[src/logic/beh_pkg.sv]
// Contract
// No parity is generated or checked by the interface on bus transfers.
// Any CPU bus reference other than a longword access starts a machine check.
// Three timers: reply (nonexistent memory), DMA grant acknowledge, mastership at 10 ms.
// Reply timeout on demand read: set nonexistent flag, capture page, machine check.
// Reply timeout on prefetch or vector read: abort only, capture nothing, no check.
// Reply timeout on masked write: set flag, capture page, interrupt level 1D vector 60.
// Unacknowledged DMA grant: withdraw silently, wait 500 ns before arbitrating again.
// Mastership not won in 10 ms on demand read: set no-grant flag, machine check.
// During reads, data lines 17 and 16 carry the slave's parity error report.
// Parity report on demand read: set parity flag, capture page, machine check.
// Parity report on prefetch: abort, set parity flag, capture page, no machine check.
// Power-ok negation raises a power-fail trap through vector 0C.
// Power-ok level reads as bit 15 of the system configuration register.
// After the trap the interface works on until DC power-ok is negated.
// Error page register holds bus address bits 21..9 in bits 12..0, rest zero.
// A capturing error while a capturing flag is set sets the lost-error flag.
// Error flags clear by writing one, power-up, DC power-ok negation, I/O reset.
// Timers count clock cycles rounded up, restart per phase, stop on completion.
package beh_pkg;
  // ----------------------------------------------------------------
  // Timing
  // ----------------------------------------------------------------
  localparam int CLK_PERIOD_NS = 40;
  localparam int NOMEM_TIME_NS = 10000;
  localparam int SACK_TIME_NS = 10000;
  localparam int GRANT_TIME_NS = 10000000;
  localparam int GAP_TIME_NS = 500;
  localparam int NOMEM_CYCLES = (NOMEM_TIME_NS + CLK_PERIOD_NS - 1) / CLK_PERIOD_NS;
  localparam int SACK_CYCLES = (SACK_TIME_NS + CLK_PERIOD_NS - 1) / CLK_PERIOD_NS;
  localparam int GRANT_CYCLES = (GRANT_TIME_NS + CLK_PERIOD_NS - 1) / CLK_PERIOD_NS;
  localparam int GAP_CYCLES = (GAP_TIME_NS + CLK_PERIOD_NS - 1) / CLK_PERIOD_NS;

  // ----------------------------------------------------------------
  // Register map and fields
  // ----------------------------------------------------------------
  localparam logic [7:0] OFS_ERRSTAT = 8'h04;
  localparam logic [7:0] OFS_PAGE = 8'h08;
  localparam logic [7:0] OFS_CFG = 8'h0C;
  localparam logic [7:0] OFS_IO_RESET = 8'h10;
  localparam int ERR_NOMEM_BIT = 7;
  localparam int ERR_PAR_BIT = 5;
  localparam int ERR_LOST_BIT = 3;
  localparam int ERR_NOGNT_BIT = 2;
  localparam int CFG_PWROK_BIT = 15;
  localparam int PAGE_LSB = 9;
  localparam int PAGE_MSB = 21;
  localparam int PAR_LSB = 16;
  localparam int PAR_MSB = 17;
  localparam logic [12:0] PAGE_RESET = 13'h0000;
  localparam logic [31:0] RDATA_RESET = 32'h0000_0000;

  // ----------------------------------------------------------------
  // Interrupt and trap codes
  // ----------------------------------------------------------------
  localparam logic [4:0] INT_LEVEL = 5'h1D;
  localparam logic [15:0] INT_VEC = 16'h0060;
  localparam logic [15:0] TRAP_VEC = 16'h000C;

  typedef enum logic [1:0] {
    REF_DEMAND = 2'h0,
    REF_PREFETCH = 2'h1,
    REF_MWRITE = 2'h2,
    REF_INTACK = 2'h3
  } beh_ref_t;

  typedef enum logic [1:0] {
    MST_IDLE = 2'b00,
    MST_ARB = 2'b01,
    MST_XFER = 2'b11,
    MST_FIN = 2'b10
  } beh_mst_t;

  typedef enum logic [1:0] {
    DMA_IDLE = 2'b00,
    DMA_GNT = 2'b01,
    DMA_OWN = 2'b11,
    DMA_GAP = 2'b10
  } beh_dma_t;
endpackage

[src/logic/beh_tmr_if.sv]
`timescale 1ns/1ps
interface beh_tmr_if;
  logic start;
  logic run;
  logic expired;
  modport ctl (output start, output run, input expired);
  modport tmr (input start, input run, output expired);
endinterface

[src/logic/beh_timer.sv]
`timescale 1ns/1ps
module beh_timer #(
  parameter int LIMIT = 250
) (
  input wire logic clk,
  input wire logic rst_n,
  beh_tmr_if.tmr tif
);
  import beh_pkg::*;
  localparam int CW = $clog2(LIMIT + 1);

  if (LIMIT < 2)
  begin : g_bad_limit
    $error("beh_timer: LIMIT must be at least 2");
  end

  typedef struct packed {
    logic [CW-1:0] cnt;
    logic exp;
  } beh_tmr_t;

  beh_tmr_t s_r;
  beh_tmr_t s_nxt;

  // Expiry is a level that holds until the owner restarts the timer
  always_comb
  begin
    s_nxt = s_r;
    if (tif.start)
    begin
      s_nxt.cnt = '0;
      s_nxt.exp = 1'b0;
    end
    else if (tif.run && !s_r.exp)
    begin
      if (s_r.cnt == CW'(LIMIT - 1))
        s_nxt.exp = 1'b1;
      else
        s_nxt.cnt = s_r.cnt + CW'(1);
    end
  end

  always_ff @(posedge clk or negedge rst_n)
  begin
    if (!rst_n)
      s_r <= '0;
    else
      s_r <= s_nxt;
  end

  assign tif.expired = s_r.exp && tif.run && !tif.start;
endmodule

[src/logic/beh_top.sv]
// The AHB-Lite interface to the registers and the placing of the registers were chosen for this implementation.
`timescale 1ns/1ps
module beh_top
  import beh_pkg::*;
#(
  parameter int NOMEM_LIMIT = beh_pkg::NOMEM_CYCLES,
  parameter int SACK_LIMIT = beh_pkg::SACK_CYCLES,
  parameter int GRANT_LIMIT = beh_pkg::GRANT_CYCLES
) (
  input wire logic CLK,
  input wire logic RSTN,
  input wire logic HSEL,
  input wire logic [31:0] HADDR,
  input wire logic [1:0] HTRANS,
  input wire logic HWRITE,
  input wire logic [2:0] HSIZE,
  input wire logic [31:0] HWDATA,
  input wire logic HREADY,
  output logic HREADYOUT,
  output logic HRESP,
  output logic [31:0] HRDATA,
  input wire logic REF_VALID,
  input wire beh_pkg::beh_ref_t REF_KIND,
  input wire logic REF_LONG,
  input wire logic [21:0] REF_ADDR,
  output logic REF_DONE,
  output logic REF_ABORT,
  output logic REF_MCHK,
  output logic [15:0] REF_RDATA,
  output logic BUS_REQ,
  input wire logic BUS_MASTER_GNT,
  output logic BUS_SYNC,
  output logic BUS_WRITE,
  output logic [21:0] BUS_ADDR,
  input wire logic BUS_RPLY,
  input wire logic [21:0] BUS_DAL_IN,
  input wire logic DMA_REQ_IN,
  output logic DMA_GRANT,
  input wire logic DMA_SACK,
  output logic INT_REQ,
  output logic [4:0] INT_PRIO,
  output logic [15:0] INT_VECTOR,
  input wire logic INT_ACK,
  output logic PWRFAIL_TRAP,
  output logic [15:0] TRAP_VECTOR,
  input wire logic PWR_OK,
  input wire logic DC_OK
);
  import beh_pkg::*;

  if (NOMEM_LIMIT < 2 || SACK_LIMIT < 2 || GRANT_LIMIT < 2)
  begin : g_bad_limits
    $error("beh_top: timer limits must be at least 2");
  end

  typedef struct packed {
    beh_mst_t mst;
    beh_dma_t dma;
    beh_ref_t kind;
    logic [21:0] addr;
    logic [4:0] gap;
    logic f_nomem;
    logic f_par;
    logic f_lost;
    logic f_gnt;
    logic [12:0] page;
    logic done;
    logic abort;
    logic mchk;
    logic [15:0] rdata_ref;
    logic int_pend;
    logic trap;
    logic pwr_ok_d;
    logic ap_act;
    logic ap_wr;
    logic [7:0] ap_ofs;
    logic [31:0] rdata;
  } beh_state_t;

  beh_state_t s_r;
  beh_state_t s_nxt;
  logic start_nomem;
  logic start_sack;
  logic start_gnt;
  logic cap;
  logic [31:0] rd_val;
  logic wr_errstat;

  beh_tmr_if t_nomem ();
  beh_tmr_if t_sack ();
  beh_tmr_if t_gnt ();

  // ----------------------------------------------------------------
  // Watchdog timers
  // ----------------------------------------------------------------
  beh_timer #(.LIMIT(NOMEM_LIMIT)) u_nomem (.clk(CLK), .rst_n(RSTN), .tif(t_nomem.tmr));
  beh_timer #(.LIMIT(SACK_LIMIT)) u_sack (.clk(CLK), .rst_n(RSTN), .tif(t_sack.tmr));
  beh_timer #(.LIMIT(GRANT_LIMIT)) u_gnt (.clk(CLK), .rst_n(RSTN), .tif(t_gnt.tmr));

  assign t_nomem.start = start_nomem;
  assign t_sack.start = start_sack;
  assign t_gnt.start = start_gnt;
  assign t_nomem.run = (s_r.mst == MST_XFER);
  assign t_sack.run = (s_r.dma == DMA_GNT);
  assign t_gnt.run = (s_r.mst == MST_ARB);

  // ----------------------------------------------------------------
  // Next state
  // ----------------------------------------------------------------
  always_comb
  begin
    s_nxt = s_r;
    s_nxt.done = 1'b0;
    s_nxt.abort = 1'b0;
    s_nxt.mchk = 1'b0;
    s_nxt.trap = 1'b0;
    start_nomem = 1'b0;
    start_sack = 1'b0;
    start_gnt = 1'b0;
    cap = 1'b0;
    s_nxt.pwr_ok_d = PWR_OK;
    // The trap is a notice only; the bus logic keeps running
    if (s_r.pwr_ok_d && !PWR_OK)
      s_nxt.trap = 1'b1;

    // Read data is formed in the address phase so that it leaves a flop
    rd_val = '0;
    unique case (HADDR[7:0])
      OFS_ERRSTAT:
      begin
        rd_val[ERR_NOMEM_BIT] = s_r.f_nomem;
        rd_val[ERR_PAR_BIT] = s_r.f_par;
        rd_val[ERR_LOST_BIT] = s_r.f_lost;
        rd_val[ERR_NOGNT_BIT] = s_r.f_gnt;
      end
      OFS_PAGE: rd_val[12:0] = s_r.page;
      OFS_CFG: rd_val[CFG_PWROK_BIT] = PWR_OK;
      default: rd_val = '0;
    endcase
    s_nxt.ap_act = HSEL && HTRANS[1] && HREADY;
    if (s_nxt.ap_act)
    begin
      s_nxt.ap_wr = HWRITE;
      s_nxt.ap_ofs = HADDR[7:0];
      if (!HWRITE)
        s_nxt.rdata = rd_val;
    end

    // Software clears first so that a hardware set in the same cycle wins
    wr_errstat = s_r.ap_act && s_r.ap_wr && (s_r.ap_ofs == OFS_ERRSTAT);
    if (wr_errstat)
    begin
      if (HWDATA[ERR_NOMEM_BIT]) s_nxt.f_nomem = 1'b0;
      if (HWDATA[ERR_PAR_BIT]) s_nxt.f_par = 1'b0;
      if (HWDATA[ERR_LOST_BIT]) s_nxt.f_lost = 1'b0;
      if (HWDATA[ERR_NOGNT_BIT]) s_nxt.f_gnt = 1'b0;
    end
    if ((s_r.ap_act && s_r.ap_wr && s_r.ap_ofs == OFS_IO_RESET) || !DC_OK)
    begin
      s_nxt.f_nomem = 1'b0;
      s_nxt.f_par = 1'b0;
      s_nxt.f_lost = 1'b0;
      s_nxt.f_gnt = 1'b0;
    end
    if (INT_ACK)
      s_nxt.int_pend = 1'b0;

    // ----------------------------------------------------------------
    // CPU reference sequencer
    // ----------------------------------------------------------------
    unique case (s_r.mst)
      MST_IDLE:
        if (REF_VALID && DC_OK)
        begin
          s_nxt.kind = REF_KIND;
          s_nxt.addr = REF_ADDR;
          if (!REF_LONG)
          begin
            s_nxt.mst = MST_FIN;
            s_nxt.done = 1'b1;
            s_nxt.abort = 1'b1;
            s_nxt.mchk = 1'b1;
          end
          else
          begin
            s_nxt.mst = MST_ARB;
            start_gnt = 1'b1;
          end
        end
      MST_ARB:
        if (BUS_MASTER_GNT && s_r.dma == DMA_IDLE)
        begin
          s_nxt.mst = MST_XFER;
          start_nomem = 1'b1;
        end
        else if (t_gnt.expired)
        begin
          s_nxt.mst = MST_FIN;
          s_nxt.done = 1'b1;
          s_nxt.abort = 1'b1;
          if (s_r.kind == REF_DEMAND)
          begin
            s_nxt.f_gnt = 1'b1;
            s_nxt.mchk = 1'b1;
          end
        end
      MST_XFER:
        if (BUS_RPLY)
        begin
          s_nxt.mst = MST_FIN;
          s_nxt.done = 1'b1;
          s_nxt.rdata_ref = BUS_DAL_IN[15:0];
          // Parity is only read back from the slave, never computed here
          if (s_r.kind != REF_MWRITE && BUS_DAL_IN[PAR_MSB:PAR_LSB] != 2'b00)
          begin
            s_nxt.abort = 1'b1;
            if (s_r.kind == REF_DEMAND)
            begin
              s_nxt.f_par = 1'b1;
              s_nxt.mchk = 1'b1;
              cap = 1'b1;
            end
            else if (s_r.kind == REF_PREFETCH)
            begin
              s_nxt.f_par = 1'b1;
              cap = 1'b1;
            end
          end
        end
        else if (t_nomem.expired)
        begin
          s_nxt.mst = MST_FIN;
          s_nxt.done = 1'b1;
          s_nxt.abort = (s_r.kind != REF_MWRITE);
          if (s_r.kind == REF_DEMAND)
          begin
            s_nxt.f_nomem = 1'b1;
            s_nxt.mchk = 1'b1;
            cap = 1'b1;
          end
          else if (s_r.kind == REF_MWRITE)
          begin
            s_nxt.f_nomem = 1'b1;
            s_nxt.int_pend = 1'b1;
            cap = 1'b1;
          end
        end
      MST_FIN:
        s_nxt.mst = MST_IDLE;
    endcase

    // An older capture is kept; the newer error only marks the loss
    if (cap)
    begin
      if (s_r.f_nomem || s_r.f_par)
        s_nxt.f_lost = 1'b1;
      else
        s_nxt.page = s_r.addr[PAGE_MSB:PAGE_LSB];
    end

    // ----------------------------------------------------------------
    // DMA grant sequencer
    // ----------------------------------------------------------------
    unique case (s_r.dma)
      DMA_IDLE:
        if (DMA_REQ_IN && s_r.mst == MST_IDLE && !REF_VALID)
        begin
          s_nxt.dma = DMA_GNT;
          start_sack = 1'b1;
        end
      DMA_GNT:
        if (DMA_SACK)
          s_nxt.dma = DMA_OWN;
        else if (t_sack.expired)
        begin
          s_nxt.dma = DMA_GAP;
          s_nxt.gap = '0;
        end
      DMA_OWN:
        if (!DMA_SACK)
          s_nxt.dma = DMA_IDLE;
      DMA_GAP:
        // Lets the grant ripple out of the daisy chain before a new one
        if (s_r.gap == 5'(GAP_CYCLES - 1))
          s_nxt.dma = DMA_IDLE;
        else
          s_nxt.gap = s_r.gap + 5'h01;
    endcase

    if (!DC_OK)
    begin
      s_nxt.mst = MST_IDLE;
      s_nxt.dma = DMA_IDLE;
      s_nxt.int_pend = 1'b0;
    end
  end

  always_ff @(posedge CLK or negedge RSTN)
  begin
    if (!RSTN)
    begin
      s_r <= '0;
      s_r.page <= PAGE_RESET;
      s_r.rdata <= RDATA_RESET;
      s_r.pwr_ok_d <= 1'b1;
    end
    else
      s_r <= s_nxt;
  end

  // ----------------------------------------------------------------
  // Outputs
  // ----------------------------------------------------------------
  assign HREADYOUT = 1'b1;
  assign HRESP = 1'b0;
  assign HRDATA = s_r.rdata;
  assign REF_DONE = s_r.done;
  assign REF_ABORT = s_r.abort;
  assign REF_MCHK = s_r.mchk;
  assign REF_RDATA = s_r.rdata_ref;
  assign BUS_REQ = (s_r.mst == MST_ARB);
  assign BUS_SYNC = (s_r.mst == MST_XFER);
  assign BUS_WRITE = (s_r.kind == REF_MWRITE);
  assign BUS_ADDR = s_r.addr;
  assign DMA_GRANT = (s_r.dma == DMA_GNT) || (s_r.dma == DMA_OWN);
  assign INT_REQ = s_r.int_pend;
  assign INT_PRIO = INT_LEVEL;
  assign INT_VECTOR = INT_VEC;
  assign PWRFAIL_TRAP = s_r.trap;
  assign TRAP_VECTOR = TRAP_VEC;

  // ----------------------------------------------------------------
  // Assertions
  // ----------------------------------------------------------------
  property p_illegal;
    @(posedge CLK) disable iff (!RSTN)
    (s_r.mst == MST_IDLE && REF_VALID && DC_OK && !REF_LONG) |=> (REF_DONE && REF_ABORT && REF_MCHK);
  endproperty
  a_illegal: assert property (p_illegal) else $error("short reference not rejected");

  property p_nomem_demand;
    @(posedge CLK) disable iff (!RSTN)
    (s_r.mst == MST_XFER && !BUS_RPLY && t_nomem.expired && s_r.kind == REF_DEMAND && DC_OK)
      |=> (s_r.f_nomem && REF_MCHK && REF_ABORT);
  endproperty
  a_nomem_demand: assert property (p_nomem_demand) else $error("demand timeout not flagged");

  property p_nomem_quiet;
    @(posedge CLK) disable iff (!RSTN)
    (s_r.mst == MST_XFER && !BUS_RPLY && t_nomem.expired && (s_r.kind == REF_PREFETCH || s_r.kind == REF_INTACK))
      |=> (REF_ABORT && !REF_MCHK && $stable(s_r.page));
  endproperty
  a_nomem_quiet: assert property (p_nomem_quiet) else $error("prefetch timeout not silent");

  property p_nomem_write;
    @(posedge CLK) disable iff (!RSTN)
    (s_r.mst == MST_XFER && !BUS_RPLY && t_nomem.expired && s_r.kind == REF_MWRITE && DC_OK)
      |=> (INT_REQ && s_r.f_nomem && INT_PRIO == 5'h1D && INT_VECTOR == 16'h0060);
  endproperty
  a_nomem_write: assert property (p_nomem_write) else $error("write timeout gave no interrupt");

  property p_gap;
    @(posedge CLK) disable iff (!RSTN)
    (s_r.dma == DMA_GNT && !DMA_SACK && t_sack.expired && DC_OK) |=> !DMA_GRANT [*8];
  endproperty
  a_gap: assert property (p_gap) else $error("grant reissued too soon");

  property p_nogrant;
    @(posedge CLK) disable iff (!RSTN)
    (s_r.mst == MST_ARB && t_gnt.expired && !(BUS_MASTER_GNT && s_r.dma == DMA_IDLE)
      && s_r.kind == REF_DEMAND && DC_OK) |=> (s_r.f_gnt && REF_MCHK);
  endproperty
  a_nogrant: assert property (p_nogrant) else $error("mastership timeout not flagged");

  property p_parity;
    @(posedge CLK) disable iff (!RSTN)
    (s_r.mst == MST_XFER && BUS_RPLY && BUS_DAL_IN[17:16] != 2'b00 && s_r.kind == REF_DEMAND && DC_OK)
      |=> (s_r.f_par && REF_MCHK) ##1 (s_r.mst == MST_IDLE);
  endproperty
  a_parity: assert property (p_parity) else $error("parity report missed");

  property p_trap;
    @(posedge CLK) disable iff (!RSTN)
    $fell(PWR_OK) |=> (PWRFAIL_TRAP && TRAP_VECTOR == 16'h000C);
  endproperty
  a_trap: assert property (p_trap) else $error("power-fail trap missing");

  property p_lost;
    @(posedge CLK) disable iff (!RSTN)
    (cap && (s_r.f_nomem || s_r.f_par) && DC_OK) |=> (s_r.f_lost && $stable(s_r.page));
  endproperty
  a_lost: assert property (p_lost) else $error("lost error not recorded");

  c_parity: cover property (@(posedge CLK) disable iff (!RSTN) s_r.f_par && REF_MCHK);
  c_write_int: cover property (@(posedge CLK) disable iff (!RSTN) $rose(INT_REQ));
  c_sack_gap: cover property (@(posedge CLK) disable iff (!RSTN) s_r.dma == DMA_GAP);
  c_lost: cover property (@(posedge CLK) disable iff (!RSTN) $rose(s_r.f_lost));
endmodule

[config.mk]
export PLATFORM = sky130hd
export DESIGN_NAME = beh_top
export DESIGN_NICKNAME = d
export VERILOG_FILES = /design/src/logic/beh_pkg.sv /design/src/logic/beh_tmr_if.sv /design/src/logic/beh_timer.sv /design/src/logic/beh_top.sv
export SDC_FILE = /design/constraint.sdc
export NUM_CORES = 1
export LEC_CHECK = 0
export ABC_CLOCK_PERIOD_IN_PS = 2000
export BUFFER_PORTS_ARGS = -buffer_cell sky130_fd_sc_hd__buf_2
export CAP_MARGIN = 20
export CORE_MARGIN = 2
export CORE_UTILIZATION = 45
export DETAILED_ROUTE_END_ITERATION = 12
export PLACE_DENSITY = 0.82
export SYNTH_ARGS = -nofsm -noshare
export SYNTH_HDL_FRONTEND = slang
export SYNTH_SLANG_ARGS = --single-unit
[constraint.sdc]
create_clock -name CLK -period 2 [get_ports CLK]
set_clock_uncertainty 0.1 [all_clocks]
set_input_delay 0.2 -clock CLK [delete_from_list [all_inputs] [get_ports CLK]]
set_output_delay 0.2 -clock CLK [all_outputs]
set_load 0.03 [all_outputs]
* After elaboration in Yosys (flattened, before gate mapping)
Index checks and enable logic that the tools add are counted.
** Word-level totals
- Logic and storage cells :: 211
- Register bits :: 133
** Operators by class
- Reductions and logical operators :: 56
- Add/subtract/negate cells :: 4
- Bitwise operators :: 2
- Equal/unequal tests :: 31
- Mux-type cells :: 91
** Operator list (number)
- $mux 1 :: 48
- $mux 19 :: 2
- $mux 9 :: 4
- $mux 2 :: 14
- $logic_and 1x1->1 :: 20
- $mux 5 :: 4
- $reduce_and 2->1 :: 10
- $add 18x1->18 const B :: 1
- $eq 18x18->1 const B :: 1
- $mux 18 :: 1
- $mux 3 :: 6
- $add 8x1->8 const B :: 2
- $eq 8x3->1 const B :: 2
- $eq 8x4->1 const B :: 2
- $eq 8x8->1 const B :: 2
- $mux 8 :: 2
- $pmux 2 s4 :: 2
- $reduce_bool 2->1 :: 8
- $mux 4 :: 3
- $ne 4x4->1 const B :: 3
- $eq 2x2->1 const B :: 5
- $pmux 5 s2 :: 1
- $logic_not 1->1 :: 9
- $ne 3x3->1 const B :: 3
- 15 further kinds :: 29

* Logic depth before layout (Yosys ltp)
Gate-level depths: netlist (run 1).
- Word-level depth :: 11
- Gate-level depth with buffers :: 8

* By module
From an unflattened synthesis (run 1), not the netlist that was laid out.
** Unflattened totals
- Cell total of the unflattened synthesis :: 616
- Area, all modules :: 6930.4 um^2
** By module, submodules not included
- beh_top :: cells each 404, seq. area each 2403.6 um^2, instances 1, area an instance 4859.7 um^2
- beh_timer (u_gnt) :: cells each 102, seq. area each 475.5 um^2, instances 1, area an instance 1039.7 um^2
- beh_timer (u_nomem ...) :: cells each 55, seq. area each 225.2 um^2, instances 2, area an instance 515.5 um^2

* Worst setup path before layout (run 1)
Ideal clock, no wire load.
- Path type :: reg-to-reg
- Start :: register s_r[81] (netlist bit)
- End :: register s_r[82] (netlist bit)
- Path buffers :: 0
- Library setup time :: 0.125 ns
- Cell stages (with the launch flop) :: 6
- Clock period less this slack :: 1.799 ns
- Slack :: 0.201 ns
- Arrival :: 1.574 ns
- Path through :: dfrtp_1 inv_1 ha_1 inv_1 o311ai_1 mux2_2
** Between the ends
- Longest elaborated chain between the ends :: 3
** Ends and longest elaborated chain
- start: declaration :: line beh_top.sv:80 : beh_state_t s_r;
- start signal: assignment :: line beh_top.sv:308 : s_r <= s_nxt;
- $add 5x1->5 or $eq 5x4->1 (tied branches) :: line beh_top.sv:287, beh_top.sv:284
- $mux 5 or $ne 2x2->1 (tied branches)
- $pmux 5 s2 or $reduce_and 4->1 (tied branches)
Parallel ways exist; a longest one is shown, timed or not. The select of a mux whose other input is x is not followed.
A chain may end at the register's enable or synchronous reset.

* Final worst setup path (run 1)
- Start :: register s_r[113] (netlist bit)
- End :: output BUS_REQ
** Between the ends
- Longest elaborated chain between the ends :: 1
** Ends and longest elaborated chain
- $eq 2x1->1 :: line beh_top.sv:321 : assign BUS_REQ = (s_r.mst == MST_ARB);
- end: declaration :: line beh_top.sv:30 : output logic BUS_REQ,
Every way passes these cells.

==> results of run 1 <==
-- state kept, by name, indices dropped and copies added, names as in the netlist --
name,cells
REF_MCHK,1
u_gnt.s_r,19
u_nomem.s_r,9
INT_REQ,1
REF_DONE,1
BUS_ADDR,22
s_r,39
u_sack.s_r,9
REF_ABORT,1
HRDATA,14
REF_RDATA,16
PWRFAIL_TRAP,1
-- path summary, 6_finish.rpt --
| path | cells past startpoint | to |
|---|---|---|
| min | 2 | s_r[34] |
| max | 4 | BUS_REQ |
| max in group asynchronous | 3 | u_sack.s_r[6] |
| min in group asynchronous | 2 | s_r[64] |
| min reg2reg | 2 | BUS_ADDR[1] |
| max reg2reg | 5 | s_r[77] |
-- power groups by stage --
stage               registers (mW)  clock network, mW  logic, mW
floorplan                     3.66                  0       2.12
global placement              3.72                  0       2.21
finish                        3.71               3.11       2.35
CTS                           3.71               3.17       2.35
global route                  3.80               3.30       2.56
detailed placement            3.75                  0       2.26
-- area by class of cell --
class	instances	area (um^2)
Fill cell	1229	6330
Sequential cell	133	3330
Multi-Input combinational cell	431	2680
Timing Repair Buffer	205	1360
Clock buffer	17	425
Tap cell	184	230
Clock inverter	15	170
Inverter	16	60.1
Antenna cell	1	2.50
-- cells in the final DEF, fill, tap and decap left out, types with 6 or more instances in the layout --
cell             n
buf_4           23
conb_1          57
o21ai_0         18
nor2_1          50
a22o_1           9
nand3_1         20
mux2_4          10
nand2_1        103
ha_1             7
buf_2          128
and3_1           8
xor2_1          17
dlygate4sd3_1   53
clkbuf_16       17
nand4_1         12
a21oi_1         12
or3_1            9
dfrtp_1        132
nor3_1           6
inv_1           15
mux2_2          27
-- per-layer routing --
metal	GRT usage, %	up-vias	wire [um]
met5	0	-	13
met4	8.79	2	445
met2	31.0	152	7060
met1	23.3	2319	6230
met3	4.34	36	694
li1	-	2347	-
-- what timing repair did --
action                     4_1_cts  5_1_grt
resized for setup                1        1
hold buffers                    53        0
setup endpoints to repair        3        3
setup buffers                    0        0
hold endpoints to repair        85        0
-- cells by family (layout without fill, tap and decap cells) --
family | count (synthesis) | count (layout) | share of synthesized area [%]
mux | 37 | 37 | 6.74
other cells | 2 | 58 | 0.111
compound gates | 67 | 67 | 6.63
simple gates | 242 | 242 | 18.8
buf+inv | 139 | 253 | 14.2
fa+ha+maj | 7 | 7 | 1.30
xor+xnor | 21 | 21 | 2.73
flops | 133 | 133 | 49.4
-- through the flow --
stage / util, % / cells / cell area [um^2] / setup TNS (ns) / hold WS (ns)
after floorplan: - / 703 / 6940 / 0 / -0.196
after global placement: 48.8 / 916 / 7110 / 0 / 0.0806
after detailed placement: 48.8 / 916 / 7110 / -0.127 / 0.0838
after CTS: 56.5 / 1001 / 8250 / 0 / 0.00535
after global routing: 56.6 / 1002 / 8260 / 0 / 0.0122
final: 56.6 / 1002 / 8260 / 0 / 0.0216
==> impl_metrics.toml, run 1 <==
[run_status]
status = "finished clean"

[detailed_routing]
viasPerCell = 4.85
wirelength_um = 14400
drtIter0Drc = 234
vias = 4856
post_drt_wl_per_cell_um = 14.4
drtPass1Iterations = 4
drcViolationCount = 0
final_antenna_net_count = 0

[finish]
area_delta_synth_final_pct = 22.6
nNetsFinal = 940
drive_gt1_share_pct = 30.8

[setup_path]
cpPeakStageDelay_ns = 0.45
critPathMaxFanout = 6
crit_arrival_ns = 1.53
path_class = "reg -> out"
required_ns = 1.70
startpoint_type = "flip-flop"
path_buf_inv = 3
r2r-start = "s_r[35]"
crit_family = "buffers and inverters"
reg2reg_slack_ns = 0.17
endpoint_kind = "output pin"
worstPathCellList = "buf_4 > nand2b_4 > inv_1 > buf_2"
cp-startpoint = "s_r[113]"
cp_slowest_cell = "dfrtp_1"

[logic_synthesis]
synth_edf_count = 0
yosysTopAreaCell = "dfrtp_1"
synthDistinctLibCells = 65
synth_area_leaders = "dfrtp_1 49%, buf_4 12%, nand2_1 5.7%, mux2_2 4.5%, nor2_1 2.8%"
ys_async_sr_fraction_pct = 100
synth-seq-cells = 133
syn-instance-count = 648
yosys-top-cells-count = "132 x dfrtp_1, 110 x buf_4, 103 x nand2_1, 50 x nor2_1, 27 x mux2_2"
avgSynthCellArea_um2 = 10.4
synth_top_area_share_pct = 49.0
synth_flop_cell = "dfrtp_1"
synth_warnings = 0
syn_area_mm2 = 0.00674
yosysMostFrequentCell = "dfrtp_1"
ys_seq_area_share_pct = 49.4

[timing]
fin_crit_ns = 1.83
worstMarginPinSlew_ns = 0.609
setup_viol = 0
post-route-period-util_pct = 91.7
rsz0062_at_grt = "no"
final_hold_viol_count = 0
finalWorstSetupSlack_ns = 0.165
slew_viol_final = 0
clock.fmax_mhz = 545
slew_headroom_pct = 59.3

[global_route]
grt-ovfl-total = 0
grt_pass1_vias = 4911
antenna_found_initial = 2
grt_start_max_net_pins = 52
grtUsageTotal_pct = 18.7
grt_first_pass_wirelength_um = 23800

[power]
power-per-cell-area_mw_per_mm2 = 1110
p_int_mw = 6.03
vdd_drop_max_mv = 0.656
combPwrFrac_pct = 25.6
swShare_pct = 34.2
fin_total_pwr_mw = 9.17
switchingPower_mw = 3.14
p_seq_share_pct = 40.5
clockPowerShare_pct = 33.9
cellLeakagePower_nw = 4.24

[floorplan]
io_pins = 247
core-area_mm2 = 0.0146
fp.dieW_um = 126
chipHeight_um = 126
num_rows = 44
start_util_pct = 46.2
die_area_mm2 = 0.0160

[clock_tree]
tritoncts = "done"
cts_root_buf = "clkbuf_16"
cts.path.max_buffers = 2
cts_max_level = 4
cts-buffers-inserted = 17
clkLatencyLatePin_ns = 0.42
cts_num_sinks = 133
cts.clk_slew.worst_paths_ns = 0.06

[place]
dp_hpwl_um = 9680
dp_slack_ns = -0.0459
numPortBuffers = 129
gp_congestion = 0.840

[hold_path]
min_path_type = "in -> reg"
holdCritStartpoint = "HADDR[2]"

[flow_run]
timing.max_cap.violations = 0
No activity file was read; power rests on OpenSTA's default activity.
==> run 2, diff against run 1 <==
--- a/config.mk
+++ b/config.mk
@@ -11,7 +11,8 @@
 export CORE_MARGIN = 2
 export CORE_UTILIZATION = 45
 export DETAILED_ROUTE_END_ITERATION = 12
-export PLACE_DENSITY = 0.82
+export PLACE_DENSITY = 0.81
 export SYNTH_ARGS = -nofsm -noshare
 export SYNTH_HDL_FRONTEND = slang
+export SYNTH_HIERARCHICAL = 1
 export SYNTH_SLANG_ARGS = --single-unit
==> impl_metrics.toml, run 2 <==
[floorplan]
core-area_mm2 = 0.0151
start_util_pct = 45.8
num_rows = 45
fp.dieW_um = 128
io_pins = 247
die_area_mm2 = 0.0164
chipHeight_um = 128

[timing]
worstMarginPinSlew_ns = 0.535
setup_viol = 13
slew_viol_final = 0
slew_headroom_pct = 64.1
final_hold_viol_count = 0
clock.fmax_mhz = 488
fin_crit_ns = 2.05
post-route-period-util_pct = 103
finalWorstSetupSlack_ns = -0.0503
fin_tns_setup_ns = -0.475
rsz0062_at_grt = "yes"

[detailed_routing]
viasPerCell = 4.88
vias = 4749
drtIter0Drc = 217
post_drt_wl_per_cell_um = 15.2
drtPass1Iterations = 5
drcViolationCount = 0
final_antenna_net_count = 0
wirelength_um = 14800

[run_status]
status = "complete, but fails checks"
violations = "negative setup slack"

[hold_path]
min_path_type = "in -> reg"

[global_route]
grtUsageTotal_pct = 18.9
grt_first_pass_wirelength_um = 24100
grt_start_max_net_pins = 48
grt-ovfl-total = 0
antenna_found_initial = 3
grt_pass1_vias = 4862

[logic_synthesis]
synth_warnings = 6
synth_top_area_share_pct = 47.7
synth_flop_cell = "dfrtp_1"
avgSynthCellArea_um2 = 11.3
yosysTopAreaCell = "dfrtp_1"
syn_area_mm2 = 0.00693
syn-instance-count = 616
ys_async_sr_fraction_pct = 100
yosysMostFrequentCell = "dfrtp_1"
ys_seq_area_share_pct = 48.0
synthDistinctLibCells = 65
synth-seq-cells = 133
yosys-top-cells-count = "132 x dfrtp_1, 113 x buf_4, 55 x mux2_2, 47 x nor2_1, 20 x a21oi_1"
synth_area_leaders = "dfrtp_1 48%, buf_4 12%, mux2_2 8.9%, mux2_4 2.6%, nor2_1 2.5%"
synth_edf_count = 0

[place]
gp_congestion = 0.867
dp_hpwl_um = 9860
dp_slack_ns = -0.180
place_area_mm2 = 0.00731
numPortBuffers = 129

[finish]
regArea_mm2 = 0.00333
largest_reg_flops = 39
multi_input_area_mm2 = 0.00281
fillers = 1211
nNetsFinal = 906
final_core_util_pct = 56.0
regMostFlops = "s_r"
final_common_cell = "dfrtp_1"
layout.cell_area.non_filler_mm2 = 0.00848
drive_gt1_share_pct = 36.4
mostFrequentLayoutCells = "132 x dfrtp_1, 128 x buf_2, 57 x conb_1, 55 x mux2_2, 51 x dlygate4sd3_1"
area_delta_synth_final_pct = 22.4

[setup_path]
path_class = "reg -> reg"
cp_slowest_cell = "dfrtp_1"
worstPathCellList = "nor2b_4 > and3_4 > nor2_4 > or3b_4 > nor2_4 > o21ai_4 > buf_12 > mux2_4"
crit_family = "simple AND/OR/NAND/NOR gates"
crit_arrival_ns = 2.24
cpPeakStageDelay_ns = 0.40
reg2reg_slack_ns = -0.05
startpoint_type = "flip-flop"
endpoint_kind = "flip-flop"
critPathMaxFanout = 13
required_ns = 2.19
crit_path_frequent_cell = "nor2_4"
path_buf_inv = 1

[power]
fin_total_pwr_mw = 9.30
swShare_pct = 32.9
power-per-cell-area_mw_per_mm2 = 1100
cellLeakagePower_nw = 4.18
combPwrFrac_pct = 26.6
switchingPower_mw = 3.06
clockPowerShare_pct = 33.5
p_int_mw = 6.24
vdd_drop_max_mv = 0.560
p_seq_share_pct = 39.8

[flow_run]
timing.max_cap.violations = 0

[clock_tree]
tritoncts = "done"
clkLatencyLatePin_ns = 0.41
cts-buffers-inserted = 17
cts.path.max_buffers = 2
cts_max_level = 4
cts.clk_slew.worst_paths_ns = 0.06
cts_root_buf = "clkbuf_16"
cts_num_sinks = 133
==> run 2: changes by cell type in the layout (fill, tap and decap cells not counted), sizes merged, moves of 8 or more <==
cell    change
o211ai      +8
mux2       +30
nor2b      +10
nand2      -85
a21oi       +8
o21ai      -11
nand4       -8
nand3       -9
==> run 2: area by class of cell <==
class	instances	area share, %
Tap cell	188	2.77
Timing Repair Buffer	208	16.8
Sequential cell	133	39.3
Clock inverter	11	1.45
Multi-Input combinational cell	391	33.1
Clock buffer	21	5.66
Inverter	19	0.885
Antenna cell	2	0.0590
==> run 2: stage by stage <==
| step | instances | hold WS (ns) |
|---|---|---|
| 6_report | 973 | 0.0372 |
| 3_3_place_gp | 884 | 0.0663 |
| 4_1_cts | 970 | 0.0191 |
| 3_5_place_dp | 884 | 0.0677 |
| 2_1_floorplan | 671 | -0.196 |
| 5_1_grt | 971 | 0.0286 |
==> run 2: what timing repair did <==
action	4_1_cts	5_1_grt
hold endpoints to repair	97	0
pin swaps	3	3
gates resized for setup	1	4
hold buffers	51	0
setup endpoints to repair	13	17
gates cloned	0	0
buffers inserted	3	1
==> run 2: final timing paths <==
kind                       startpoint          end  cells past startpoint
min in group asynchronous        RSTN  BUS_ADDR[4]                      2
min                             DC_OK     s_r[110]                      2
max reg2reg                  s_r[112]      s_r[66]                      8
max in group asynchronous        RSTN      s_r[42]                      3
min reg2reg                   s_r[73]    HRDATA[9]                      1
max                          s_r[112]      s_r[66]                      8
==> run 2: cells by family (layout without fill, tap and decap cells) <==
| family | count (synthesis) | after routing | share of synthesized area [%] |
|---|---|---|---|
| flip-flops | 133 | 133 | 48.0 |
| multiplexers | 69 | 69 | 11.8 |
| other | 2 | 59 | 0.108 |
| XOR/XNOR | 16 | 16 | 2.02 |
| adder cells (fa/ha/maj) | 7 | 7 | 1.26 |
| AO/OA/AOI/OAI | 81 | 81 | 8.27 |
| AND/OR/NAND/NOR | 161 | 161 | 13.6 |
| buffers and inverters | 147 | 259 | 14.9 |
==> run 2: worst reg2reg max path, stage by stage (launching register included) <==
cell and delay (ns):
dfrtp_1 0.40, nor2b_4 0.14, and3_4 0.16, nor2_4 0.08
or3b_4 0.40, nor2_4 0.12, o21ai_4 0.07, buf_12 0.17
mux2_4 0.30
==> run 2: power groups by stage <==
| stage | Combinational (mW) | Sequential, mW | Clock, mW |
|---|---|---|---|
| 2_1_floorplan | 2.20 | 3.64 | 0 |
| 3_3_place_gp | 2.32 | 3.70 | 0 |
| 3_5_place_dp | 2.39 | 3.73 | 0 |
| 4_1_cts | 2.47 | 3.69 | 3.20 |
| 5_1_grt | 2.68 | 3.77 | 3.33 |
| 6_report | 2.48 | 3.70 | 3.12 |
==> run 2: per-layer routing <==
| metal | GRT usage (%) | vias up | routed length [um] |
|---|---|---|---|
| li1 | - | 2294 | - |
| met1 | 22.4 | 2290 | 6150 |
| met2 | 31.8 | 143 | 7450 |
| met3 | 6.22 | 20 | 906 |
| met5 | 0 | - | 13 |
| met4 | 7.43 | 2 | 251 |
==> run 3, diff against run 2 <==
--- a/config.mk
+++ b/config.mk
@@ -8,6 +8,7 @@
 export ABC_CLOCK_PERIOD_IN_PS = 2000
 export BUFFER_PORTS_ARGS = -buffer_cell sky130_fd_sc_hd__buf_2
 export CAP_MARGIN = 20
+export CORE_ASPECT_RATIO = 1.25
 export CORE_MARGIN = 2
 export CORE_UTILIZATION = 45
 export DETAILED_ROUTE_END_ITERATION = 12
@@ -16,3 +17,4 @@
 export SYNTH_HDL_FRONTEND = slang
 export SYNTH_HIERARCHICAL = 1
 export SYNTH_SLANG_ARGS = --single-unit
+export TNS_END_PERCENT = 5
==> impl_metrics.toml, run 3 (synthesized netlist as in run 2, its figures left out) <==
[run_status]
status = "complete, but fails checks"
violations = "negative setup slack"

[floorplan]
core-area_mm2 = 0.0150
io_pins = 247
chipHeight_um = 143
start_util_pct = 46.2
num_rows = 50
die_area_mm2 = 0.0164
fp.dieW_um = 115

[setup_path]
crit_path_frequent_cell = "nor2_4"
crit_arrival_ns = 2.29
path_buf_inv = 1
endpoint_kind = "flip-flop"
cpPeakStageDelay_ns = 0.42
crit_family = "simple AND/OR/NAND/NOR gates"
required_ns = 2.19
cp_slowest_cell = "dfrtp_1"
worstPathCellList = "nor2b_4 > and3_4 > nor2_4 > or3b_4 > nor2_4 > o21ai_4 > buf_12 > mux2_4"
critPathMaxFanout = 7
startpoint_type = "flip-flop"
path_class = "reg -> reg"

[timing]
post-route-period-util_pct = 105
clock.fmax_mhz = 478
rsz0062_at_grt = "yes"
fin_crit_ns = 2.09
holdWs_ns = 0.0623
slew_viol_final = 0
setup_viol = 13
final_hold_viol_count = 0
finalWorstSetupSlack_ns = -0.0916

[power]
power-per-cell-area_mw_per_mm2 = 1100
vdd_drop_max_mv = 0.566
fin_total_pwr_mw = 9.47
cellLeakagePower_nw = 4.25

[clock_tree]
cts_max_level = 4
clkLatencyLatePin_ns = 0.41
cts_root_buf = "clkbuf_16"
cts.clk_slew.worst_paths_ns = 0.06
cts_num_sinks = 133
cts.path.max_buffers = 2
cts-buffers-inserted = 17
tritoncts = "done"

[global_route]
grt_first_pass_wirelength_um = 24900
antenna_found_initial = 1
grt_start_max_net_pins = 52
grt_pass1_vias = 5113
grtUsageTotal_pct = 19.2
grt-ovfl-total = 0

[finish]
largest_reg_flops = 39
drive_gt1_share_pct = 37.3
final_cells = 973
mostFrequentLayoutCells = "132 x dfrtp_1, 128 x buf_2, 57 x conb_1, 55 x mux2_2, 53 x dlygate4sd3_1"
nNetsFinal = 913
area_delta_synth_final_pct = 23.8
final_core_util_pct = 57.2
regMostFlops = "s_r"
final_common_cell = "dfrtp_1"
fillers = 1182

[place]
numPortBuffers = 129
dp_hpwl_um = 10200
gp_congestion = 0.802
place_inst = 883

[detailed_routing]
drcViolationCount = 0
viasPerCell = 5.12
drtIter0Drc = 252
final_antenna_net_count = 0
post_drt_wl_per_cell_um = 15.9
vias = 4977
drtPass1Iterations = 4
wirelength_um = 15500

[flow_run]
timing.max_cap.violations = 0

[hold_path]
min_path_type = "in -> reg"
[run 3: final timing paths]
kind,from,end,slack [ns],cells past startpoint
hold reg to reg,HRDATA[15],HRDATA[15],0.39,2
max in group asynchronous,RSTN,s_r[42],0.93,3
setup reg to reg,s_r[112],s_r[75],-0.09,8
min in group asynchronous,RSTN,BUS_ADDR[0],0.20,2
hold / removal,REF_VALID,s_r[112],0.06,3
setup / recovery,s_r[112],s_r[75],-0.09,8
[run 3: final cells by class]
| cell class | count | area (um^2) | area share (%) |
|---|---|---|---|
| sequential | 133 | 3330 | 38.8 |
| multi-input combinational | 391 | 2840 | 33.1 |
| timing repair buffer | 215 | 1480 | 17.3 |
| clock buffer | 21 | 470 | 5.48 |
| tap | 182 | 228 | 2.65 |
| clock inverter | 11 | 150 | 1.75 |
| inverter | 19 | 75.1 | 0.875 |
| antenna | 1 | 2.50 | 0.0292 |
[run 3: routing by layer]
metal  GRT usage (%)  wire length, um  vias to the layer above
met4            8.50              426                        2
li1                -                -                     2311
met2            33.9             8210                      172
met5               0               13                        -
met3            4.71              786                       38
met1            22.0             6050                     2454
[run 3: what timing repair did]
item                                   4_1_cts  5_1_grt
resized for setup                            4       10
setup endpoints to repair                   13       46
hold buffers                                53        0
setup buffers                                3        1
pin swaps                                    4        3
endpoints found under the hold margin      102        0
[run 3: through the flow]
stage | setup TNS (ns) | instance area (um^2) | setup slack, ns
2_1_floorplan | -4.48 | 7170 | -0.370
3_3_place_gp | -1.40 | 7350 | -0.136
3_5_place_dp | -1.63 | 7350 | -0.160
4_1_cts | -0.918 | 8540 | -0.0821
5_1_grt | -1.87 | 8580 | -0.151
6_report | -1.07 | 8580 | -0.0916
[run 3: worst min-delay path, stage by stage]
cell and delay [ns]:
buf_2 0.13, o21ai_0 0.08, o22ai_1 0.10
[run 3: where the power goes]
group	switching, mW	leakage (nW)	internal (mW)	total (mW)
combinational	1.51	2.22	1.03	2.54
sequential	0.425	1.73	3.28	3.71
clock	1.16	0.288	2.06	3.22
